## config.mk

```make
export PLATFORM = sky130hd
export DESIGN_NAME = cke_power_state
export DESIGN_NICKNAME = d
export VERILOG_FILES = /design/src/verilog/cke_power_pkg.sv /design/src/verilog/cke_power_state.sv
export SDC_FILE = /design/constraint.sdc
export NUM_CORES = 1
export LEC_CHECK = 0
export ABC_AREA = 1
export BUFFER_PORTS_ARGS = -buffer_cell sky130_fd_sc_hd__buf_2
export CORE_MARGIN = 10
export CORE_UTILIZATION = 60
export CTS_CLUSTER_SIZE = 30
export DETAILED_ROUTE_END_ITERATION = 12
export PLACE_DENSITY_LB_ADDON = 0.2
export SYNTH_ARGS = -nofsm -noshare
export SYNTH_HDL_FRONTEND = slang
export SYNTH_SLANG_ARGS = --single-unit
```

## constraint.sdc

```tcl
create_clock -name ref_clk -period 2.89 [get_ports ref_clk]
set_input_delay 0.578 -clock ref_clk [delete_from_list [all_inputs] [get_ports ref_clk]]
set_output_delay 0.578 -clock ref_clk [all_outputs]
set_load 0.005 [all_outputs]
```

## src/verilog/cke_power_pkg.sv

```systemverilog
// Shared types and constants for the clock-enable power state logic.
package cke_power_pkg;

    // ****************************************
    // Timing
    // ****************************************
    localparam int CLK_PERIOD_NS = 10;
    localparam int SR_REFRESH_INTERVAL_NS = 7800;
    localparam int SR_REFRESH_CYCLES = SR_REFRESH_INTERVAL_NS / CLK_PERIOD_NS;
    localparam int BURST_EDGES = 4;
    localparam int REFRESH_BUSY_EDGES = 8;
    localparam int SR_EXIT_EDGES = 8;
    localparam int PD_EXIT_EDGES = 3;
    localparam int NUM_BANKS = 8;
    localparam logic [NUM_BANKS-1:0] BANKS_CLOSED = 8'h00;

    // ****************************************
    // Types
    // ****************************************
    typedef struct packed {
        logic cs_n;
        logic ras_n;
        logic cas_n;
        logic we_n;
        logic a10;
        logic [2:0] ba;
    } cmd_pins_t;

    typedef enum logic [2:0] {
        cmd_nop,
        cmd_act,
        cmd_pre,
        cmd_read,
        cmd_write,
        cmd_refresh,
        cmd_other
    } cmd_t;

    typedef enum logic [2:0] {
        ps_idle,
        ps_active,
        ps_active_pd,
        ps_precharge_pd,
        ps_self_refresh
    } power_state_t;

endpackage

```

## src/verilog/cke_power_state.sv

```systemverilog
// Clock-enable driven power state logic of the memory device.
`timescale 1ns/1ps
// How it works
// (RULE1) Each memory clock edge acts on previous CKE, current CKE and the registered command.
// (RULE2) Controller uses only listed state, CKE and command combinations.
// (RULE3) Termination never steers power states and is off in self refresh.
// (RULE4) Controller holds a new CKE level until just before its minimum pulse time.
// (RULE5) After self refresh exit the controller sends only no-ops until exit time.
// (RULE6) No reads or termination until the DLL-locked exit time after self refresh.
// (RULE7) Refresh with CKE falling from all banks idle enters self refresh.
// (RULE8) Controller sends only no-ops on power down entry and exit edges.
// (RULE9) Controller sends only no-ops on the self refresh exit edge.
// (RULE10) Controller never enters self refresh during a read or write.
// (RULE11) Power down performs no refresh of any kind.
// (RULE12) Command and address pins are ignored while CKE stays low in low power states.
// (RULE13) First write or leveling waits 512 clocks after self refresh exit.
// (RULE14) CKE falling during access or precharge picks power down type from banks after it.
// (RULE15) Idle means banks closed, no burst, CKE high and all timings met.
// (RULE16) CKE falling with no-op while refreshing or all idle enters precharge power down.
// (RULE17) CKE falling with no-op while banks open enters active power down.
// (RULE18) Controller drops CKE only after mode register delays are met.
// (RULE19) Self refresh keeps contents through an internally timed refresh.
module cke_power_state
(
    input wire logic ref_clk,
    input wire logic sys_rst,
    input wire logic mem_ck,
    input wire logic reset_n,
    input wire logic cke,
    input wire cke_power_pkg::cmd_pins_t cmd_pins,
    input wire logic odt,
    output cke_power_pkg::power_state_t power_state,
    output logic [cke_power_pkg::NUM_BANKS-1:0] bank_open,
    output logic device_idle,
    output logic odt_active,
    output logic internal_refresh
);
    import cke_power_pkg::*;

    // ****************************************
    // Input synchronisers
    // ****************************************
    logic [3:0] meta_ctl;
    logic [3:0] sync_ctl;
    cmd_pins_t meta_cmd;
    cmd_pins_t sync_cmd;
    logic ck_last;
    always_ff @(posedge ref_clk)
    begin
        meta_ctl <= {mem_ck, reset_n, cke, odt};
        sync_ctl <= meta_ctl;
        meta_cmd <= cmd_pins;
        sync_cmd <= meta_cmd;
        ck_last <= sync_ctl[3];
    end

    logic ck_rise;
    logic rst_any;
    logic cke_now;
    assign ck_rise = sync_ctl[3] & ~ck_last;
    assign rst_any = sys_rst | ~sync_ctl[2];
    assign cke_now = sync_ctl[1];

    function automatic cmd_t decode_cmd(input cmd_pins_t p);
        if (p.cs_n)
            return cmd_nop;
        case ({p.ras_n, p.cas_n, p.we_n})
            3'h7: return cmd_nop;
            3'h3: return cmd_act;
            3'h2: return cmd_pre;
            3'h5: return cmd_read;
            3'h4: return cmd_write;
            3'h1: return cmd_refresh;
            default: return cmd_other;
        endcase
    endfunction

    cmd_t cmd;
    assign cmd = decode_cmd(sync_cmd);

    // ****************************************
    // Edge-to-edge CKE history
    // ****************************************
    logic cke_prev;
    always_ff @(posedge ref_clk)
    begin
        if (rst_any)
            cke_prev <= 1'b0;
        else if (ck_rise)
            cke_prev <= cke_now; // RULE1
    end

    // ****************************************
    // Busy timers, counted in memory clock edges
    // ****************************************
    logic [3:0] burst_cnt;
    logic [3:0] refresh_cnt;
    logic [3:0] exit_cnt;
    logic burst_autopre;
    logic [2:0] burst_bank;
    logic cmd_live;
    assign cmd_live = ck_rise & cke_prev & cke_now & (power_state == ps_idle || power_state == ps_active);

    always_ff @(posedge ref_clk)
    begin
        if (rst_any)
        begin
            burst_cnt <= 4'h0;
            burst_autopre <= 1'b0;
            burst_bank <= 3'h0;
        end
        else if (cmd_live && (cmd == cmd_read || cmd == cmd_write))
        begin
            burst_cnt <= 4'(BURST_EDGES);
            burst_autopre <= sync_cmd.a10;
            burst_bank <= sync_cmd.ba;
        end
        else if (ck_rise && burst_cnt != 4'h0)
            burst_cnt <= burst_cnt - 4'h1;
    end

    always_ff @(posedge ref_clk)
    begin
        if (rst_any)
            refresh_cnt <= 4'h0;
        else if (cmd_live && cmd == cmd_refresh)
            refresh_cnt <= 4'(REFRESH_BUSY_EDGES);
        else if (ck_rise && refresh_cnt != 4'h0)
            refresh_cnt <= refresh_cnt - 4'h1;
    end

    // ****************************************
    // Bank tracking
    // ****************************************
    logic cke_fall;
    logic [NUM_BANKS-1:0] pending_close;
    logic closed_after;
    assign cke_fall = ck_rise & cke_prev & ~cke_now;
    assign pending_close = (burst_autopre && burst_cnt != 4'h0) ? (NUM_BANKS'(1) << burst_bank) : BANKS_CLOSED;
    assign closed_after = ((bank_open & ~pending_close) == BANKS_CLOSED);

    // A pending auto-precharge is applied at power down entry, so the entry type matches the banks after the burst.
    always_ff @(posedge ref_clk)
    begin
        if (rst_any)
            bank_open <= BANKS_CLOSED;
        else if (cmd_live && cmd == cmd_act)
            bank_open[sync_cmd.ba] <= 1'b1;
        else if (cmd_live && cmd == cmd_pre)
        begin
            if (sync_cmd.a10)
                bank_open <= BANKS_CLOSED;
            else
                bank_open[sync_cmd.ba] <= 1'b0;
        end
        else if (cke_fall)
            bank_open <= bank_open & ~pending_close; // RULE14
        else if (ck_rise && burst_cnt == 4'h1 && burst_autopre)
            bank_open[burst_bank] <= 1'b0;
    end

    // ****************************************
    // Power state machine
    // ****************************************
    logic all_closed;
    logic cke_riseup;
    assign all_closed = (bank_open == BANKS_CLOSED);
    assign cke_riseup = ck_rise & ~cke_prev & cke_now;

    // The termination input is deliberately absent from this process.
    always_ff @(posedge ref_clk)
    begin
        if (rst_any)
        begin
            power_state <= ps_idle;
            exit_cnt <= 4'h0;
        end
        else
        begin
            if (ck_rise && exit_cnt != 4'h0)
                exit_cnt <= exit_cnt - 4'h1;
            case (power_state)
                ps_self_refresh:
                    if (cke_riseup) // RULE12
                    begin
                        power_state <= ps_idle;
                        exit_cnt <= 4'(SR_EXIT_EDGES);
                    end
                ps_active_pd, ps_precharge_pd:
                    if (cke_riseup) // RULE12
                    begin
                        power_state <= all_closed ? ps_idle : ps_active;
                        exit_cnt <= 4'(PD_EXIT_EDGES);
                    end
                ps_idle, ps_active:
                    if (cke_fall)
                    begin
                        if (cmd == cmd_refresh && all_closed && burst_cnt == 4'h0)
                            power_state <= ps_self_refresh; // RULE7
                        else if (refresh_cnt != 4'h0 || closed_after)
                            power_state <= ps_precharge_pd; // RULE16 RULE14
                        else
                            power_state <= ps_active_pd; // RULE17 RULE14
                    end
                    else if (ck_rise)
                        power_state <= all_closed ? ps_idle : ps_active;
                default:
                    power_state <= ps_idle;
            endcase
        end
    end

    // ****************************************
    // Status outputs
    // ****************************************
    always_ff @(posedge ref_clk)
    begin
        if (rst_any)
            device_idle <= 1'b0;
        else
            device_idle <= power_state == ps_idle && all_closed && burst_cnt == 4'h0
                && refresh_cnt == 4'h0 && cke_now && exit_cnt == 4'h0; // RULE15
    end

    always_ff @(posedge ref_clk)
    begin
        if (rst_any)
            odt_active <= 1'b0;
        else
            odt_active <= sync_ctl[0] && power_state != ps_self_refresh; // RULE3
    end

    // Only self refresh runs this timer, so power down never refreshes.
    logic [9:0] sr_timer;
    always_ff @(posedge ref_clk)
    begin
        if (rst_any || power_state != ps_self_refresh) // RULE11
        begin
            sr_timer <= 10'h000;
            internal_refresh <= 1'b0;
        end
        else if (sr_timer == 10'(SR_REFRESH_CYCLES - 1))
        begin
            sr_timer <= 10'h000;
            internal_refresh <= 1'b1; // RULE19
        end
        else
        begin
            sr_timer <= sr_timer + 10'h001;
            internal_refresh <= 1'b0;
        end
    end

endmodule // cke_power_state
```

**Word-level counts from Yosys, hierarchy flattened**

Cells that the tools add are included.

- Add/subtract/negate cells: 4
- Multiply operators: 0
- Divide/modulo/power cells: 0
- $lt $le $gt $ge: 4
- Equality and inequality tests: 21
- Shifts and indexed selects: 1
- Muxes and demuxes: 31
- Bitwise gates (word level): 19
- Reduce and logical (&&, ||, !) cells: 42

Operator list:

| cell | count |
|---|---|
| 2-to-1 mux 8 bit | 6 |
| 2-to-1 mux 3 bit | 9 |
| bitwise AND 8 bit | 3 |
| inverter 8 bit | 3 |
| logical AND 1 bit | 20 |
| 2-to-1 mux 4 bit | 5 |
| == test 3 x 2 -> 1 bit, second input constant | 6 |
| == test 3 bit, second input constant | 6 |
| case mux 3 bit (6 select lines) | 1 |
| logical NOT 8 bit | 2 |
| nonzero test 4 bit | 4 |
| logical NOT 4 bit | 3 |
| subtractor 4 x 1 -> 4 bit, second input constant | 3 |
| adder 10 x 1 -> 10 bit, second input constant | 1 |
| == test 10 bit, second input constant | 1 |
| OR reduction 2 bit | 5 |
| == test 3 x 1 -> 1 bit, second input constant | 3 |
| case mux 3 bit (3 select lines) | 1 |
| < comparator 3 x 4 -> 1 bit, second input constant | 2 |
| bitwise OR 8 bit | 1 |
| case mux 4 bit (2 select lines) | 1 |
| << shifter 1 x 3 -> 8 bit, first input constant | 1 |
| bitwise AND 1 bit | 7 |
| demux 1 bit (select 3 bit) | 2 |
| 11 further kinds | 26 |

- Flip-flop bits (word level): 66
- Bits in latches: 0
- Bits in writable memories: 0
- Memory bits (read-only): 0
- Input bits: 14
- Output and inout bits: 14
- Word-level logic and storage cells: 151
- Memories kept: 0

**Depth between registers and ports, before layout**

- Word-level depth: 11
- Depth in mapped cells: 12
- Mapped depth without buffers: 11

**Worst setup path after synthesis**

Ideal clock, no wire load.

- Path type: input-to-reg
- From: in sys_rst
- To: reg bank_open[2] in the netlist's numbering
- Library setup time: 0.058 ns
- Data arrival time: 1.334 ns
- Setup slack: 1.498 ns
- Stages on the path: 5
- Path through: nor2_1 -> inv_1 -> buf_2 -> a21oi_1 -> o21a_1

- Cells in the longest elaborated chain, start to end: 1

Ends and longest elaborated chain:

| element | RTL line | RTL |
|---|---|---|
| from (decl) | cke_power_state.sv:26 | `input wire logic sys_rst,` |
| bitwise OR 1 bit | cke_power_state.sv:61 | `assign rst_any = sys_rst \| ~sync_ctl[2];` |
| to (signal assigned) | cke_power_state.sv:157 | `bank_open <= bank_open & ~pending_close;` |
| to (decl) | cke_power_state.sv:33 | `output logic [cke_power_pkg::NUM_BANKS-1:0] bank_open,` |

No other way between the ends.
A chain may end at the register's enable or synchronous reset.

**Final worst setup path**

- From: reg sync_ctl[3]
- To: reg bank_open[1] in the netlist's numbering

- Cells in the longest elaborated chain, start to end: 7

Ends and longest elaborated chain:

| element | RTL line | RTL |
|---|---|---|
| from (decl) | cke_power_state.sv:44 | `logic [3:0] sync_ctl;` |
| from (signal assigned) | cke_power_state.sv:51 | `sync_ctl <= meta_ctl;` |
| bitwise AND 1 bit * | cke_power_state.sv:60 | `assign ck_rise = sync_ctl[3] & ~ck_last;` |
| bitwise AND 1 bit | cke_power_state.sv:102, cke_power_state.sv:138 |  |
| bitwise AND 1 bit (2 in a row) | cke_power_state.sv:102 | `assign cmd_live = ck_rise & cke_prev & cke_now & (power_state == ps_idle \|\| power_state == ps_active);` |
| logical AND 1 bit | cke_power_state.sv:149 | `else if (cmd_live && cmd == cmd_pre)` |
| 2-to-1 mux 8 bit | cke_power_state.sv:149 |  |
| 2-to-1 mux 8 bit | cke_power_state.sv:147 | `else if (cmd_live && cmd == cmd_act)` |

Every way passes the cells marked *; elsewhere a longest branch is shown, timed or not.

==> metrics.csv <==
stage,metric,value,unit
global_routing,grtUsageTotal,15.8,%
timing,period_needed,1770,ps
cells_and_area,utilization,69.8,%
pwr,irDropWorstVdd,0.000337,V
critical_path,crit_path_end_kind,flop,
cells_and_area,fin_cells,485,
route,vias,2549,
clock_network,cts_sinks,66,
timing,fmax,564,MHz
global_routing,grt_pass1_vias,2439,
clock_network,numCtsBuffers,9,
floorplan,io_pins,28,
route,wl,6270,um
route,drt_iter0_drc,183,
cells_and_area,final_layout_size_suffix_gt1_share,15.8,%
clock_network,cts_resized,0,
floorplan,die_width,90.1,um
placement,place_congestion,0.910,
timing,final_hold_viol_count,0,
timing,hold-worst-slack,328,ps
timing,setup_viol,0,
hold_path,hp-class,flop to flop,
logic_synthesis,ys_seq_area_share,44.8,%
pwr,power,1.74,mW
run_status,status,"finished, final reports clean",
route,drc,0,
timing,relSlewSlack,66.7,%
timing,worst_pin_slew,498,ps
logic_synthesis,syn-num-nets,401,
placement,place_area,0.00313,mm2
placement,placed_cells,470,
global_routing,grt-ovfl-total,0,
cells_and_area,final_nets,434,
floorplan,rows,25,
clock_network,clk_latency,340,ps
timing,rsz0062_at_grt,no,
job,maxCapViolCount,0,
floorplan,fp.coreArea,0.00475,mm2
floorplan,start_util,62.1,%
cells_and_area,fin_area,0.00332,mm2
route,wire_per_inst,12.9,um
timing,slew_violations,0,
critical_path,crit_required,3120,ps
global_routing,grt_max_degree,15,
placement,pre_cts_slack,1140,ps
logic_synthesis,syn_area,0.00295,mm2
critical_path,reg2reg_depth,8,
critical_path,worst-path-max-fanout,13,
hold_path,hold_path_depth,0,
timing,setup_slack,1120,ps
floorplan,fp.dieArea,0.00812,mm2
clock_network,ctsLongestPathBuffers,2,
logic_synthesis,ys_seq_elements,66,
clock_network,cts_hold_buffers,0,
placement,port_buffers,27,
logic_synthesis,synthDistinctLibCells,36,
route,ant_nets,0,
timing,finalClockSkew,7.05,ps
clock_network,clk_pin_slew_worst_paths,60,ps
clock_network,cts_setup_buffers,0,
logic_synthesis,avgSynthCellArea,7.74,um2
cells_and_area,antenna_cells,0,
cells_and_area,area_growth,12.5,%
logic_synthesis,yosysWarningCount,0,
logic_synthesis,synth_cells,381,
clock_network,cts_tree,yes,
clock_network,htreeDepth,3,
timing,fin_crit_sh,61.3,%
route,viasPerCell,5.26,
global_routing,grt_pass1_wl,10900,um
critical_path,critPathLaunchType,flop,
floorplan,die-height,90.1,um
critical_path,cp.arrival,2010,ps
pwr,leakage,1.43,nW
route,dr.pass1.iters,6,
clock_network,cts_root_buf,clkbuf_8,
critical_path,critical_path_class,flop to flop,
timing,final.setup.tns,0,ps
global_routing,antenna_found_initial,0,
pwr,power-per-cell-area,524,mW/mm2
placement,dp_hpwl,4700,um
## worst max-delay path: stages (launching register included)
cell and delay, ps:
dfxtp_1 320, inv_1 60, nor2_4 290, nand2_2 130
nor2_4 300, nand2_4 140, nand3_4 130, nand3_1 100
o21a_1 190
## cells in the mapped netlist (all sizes together)
| library cell | instances | share of area [%] |
|---|---|---|
| dfxtp | 66 | 45 |
| inv | 63 | 8.0 |
| nand2 | 54 | 7.5 |
| nor2 | 42 | 6.1 |
| nand3 | 36 | 6.7 |
| a21oi | 28 | 4.9 |
| o21ai | 26 | 4.4 |
| nor3 | 17 | 3.2 |
| nand4 | 10 | 2.8 |
| o21a | 9 | 2.3 |
| ha | 6 | 2.5 |
| buf | 5 | 1.4 |
| nor4 | 5 | 1.6 |
| xor2 | 4 | 1.2 |
| or2 | 3 | 0.64 |
| nand3b | 2 | 0.76 |
| nor3b | 2 | 0.51 |
| a211oi | 1 | 0.25 |
| clkbuf | 1 | 0.13 |
| o31ai | 1 | 0.25 |
## layout by cell type, fill, tap and decap left out, types with 3 or more instances in the layout
cell type  Yosys  layout
nor3_1        15      15
o21ai_1        7       7
ha_1           6       6
nand3_1       34      34
a21oi_1       27      27
o21a_1         9       9
nor4_1         4       4
nand2_1       48      48
o21ai_0       19      19
dfxtp_1       66      66
buf_2          2      27
clkbuf_8       0      10
nor2_2         3       3
xor2_1         4       4
inv_1         61      61
nand2_2        5       5
nor2_1        37      37
nand4_1        8       8
## worst paths after layout
path	start	end	slack, ps
worst min register to register	meta_cmd[6]	sync_cmd[6]	330
worst min-delay path	meta_cmd[6]	sync_cmd[6]	330
worst max register to register	sync_ctl[3]	bank_open[1]	1120
worst max-delay path	sync_ctl[3]	bank_open[1]	1120
## state kept, by name, summed over array words and instances (netlist names), 8 cells and up
name       count
bank_open      8
sync_cmd       8
meta_cmd       8
sr_timer      10
## layer usage
metal / vias up / routed length, um / GRT usage (%)
li1: 1313 / - / -
met1: 1149 / 3070 / 20.7
met2: 76 / 2780 / 24.1
met3: 11 / 311 / 3.33
met4: 0 / 108 / 7.56
met5: - / 0 / 0
## power by group
part | switching (mW) | internal, mW | total, mW
Sequential | 0.0139 | 0.930 | 0.944
Combinational | 0.0315 | 0.0177 | 0.0492
Clock | 0.330 | 0.415 | 0.744
## cell type report
cell class,instances,area (um2)
clock inverter,3,40.0
inverter,63,236
timing repair buffer,28,143
fill,409,1440
sequential,66,1320
multi-input combinational,246,1350
tap,67,83.8
clock buffer,12,145
## kinds of logic after synthesis
logic type	after synthesis	share of synthesized area, %
adders and majority gates	6	2.54
DFF	66	44.8
AOI/OAI and AO/OA	65	12.1
buffers and inverters	69	9.50
and+or+nand+nor	171	29.9
xor gates and xnor gates	4	1.19
Power figures use the tool's default switching activity.
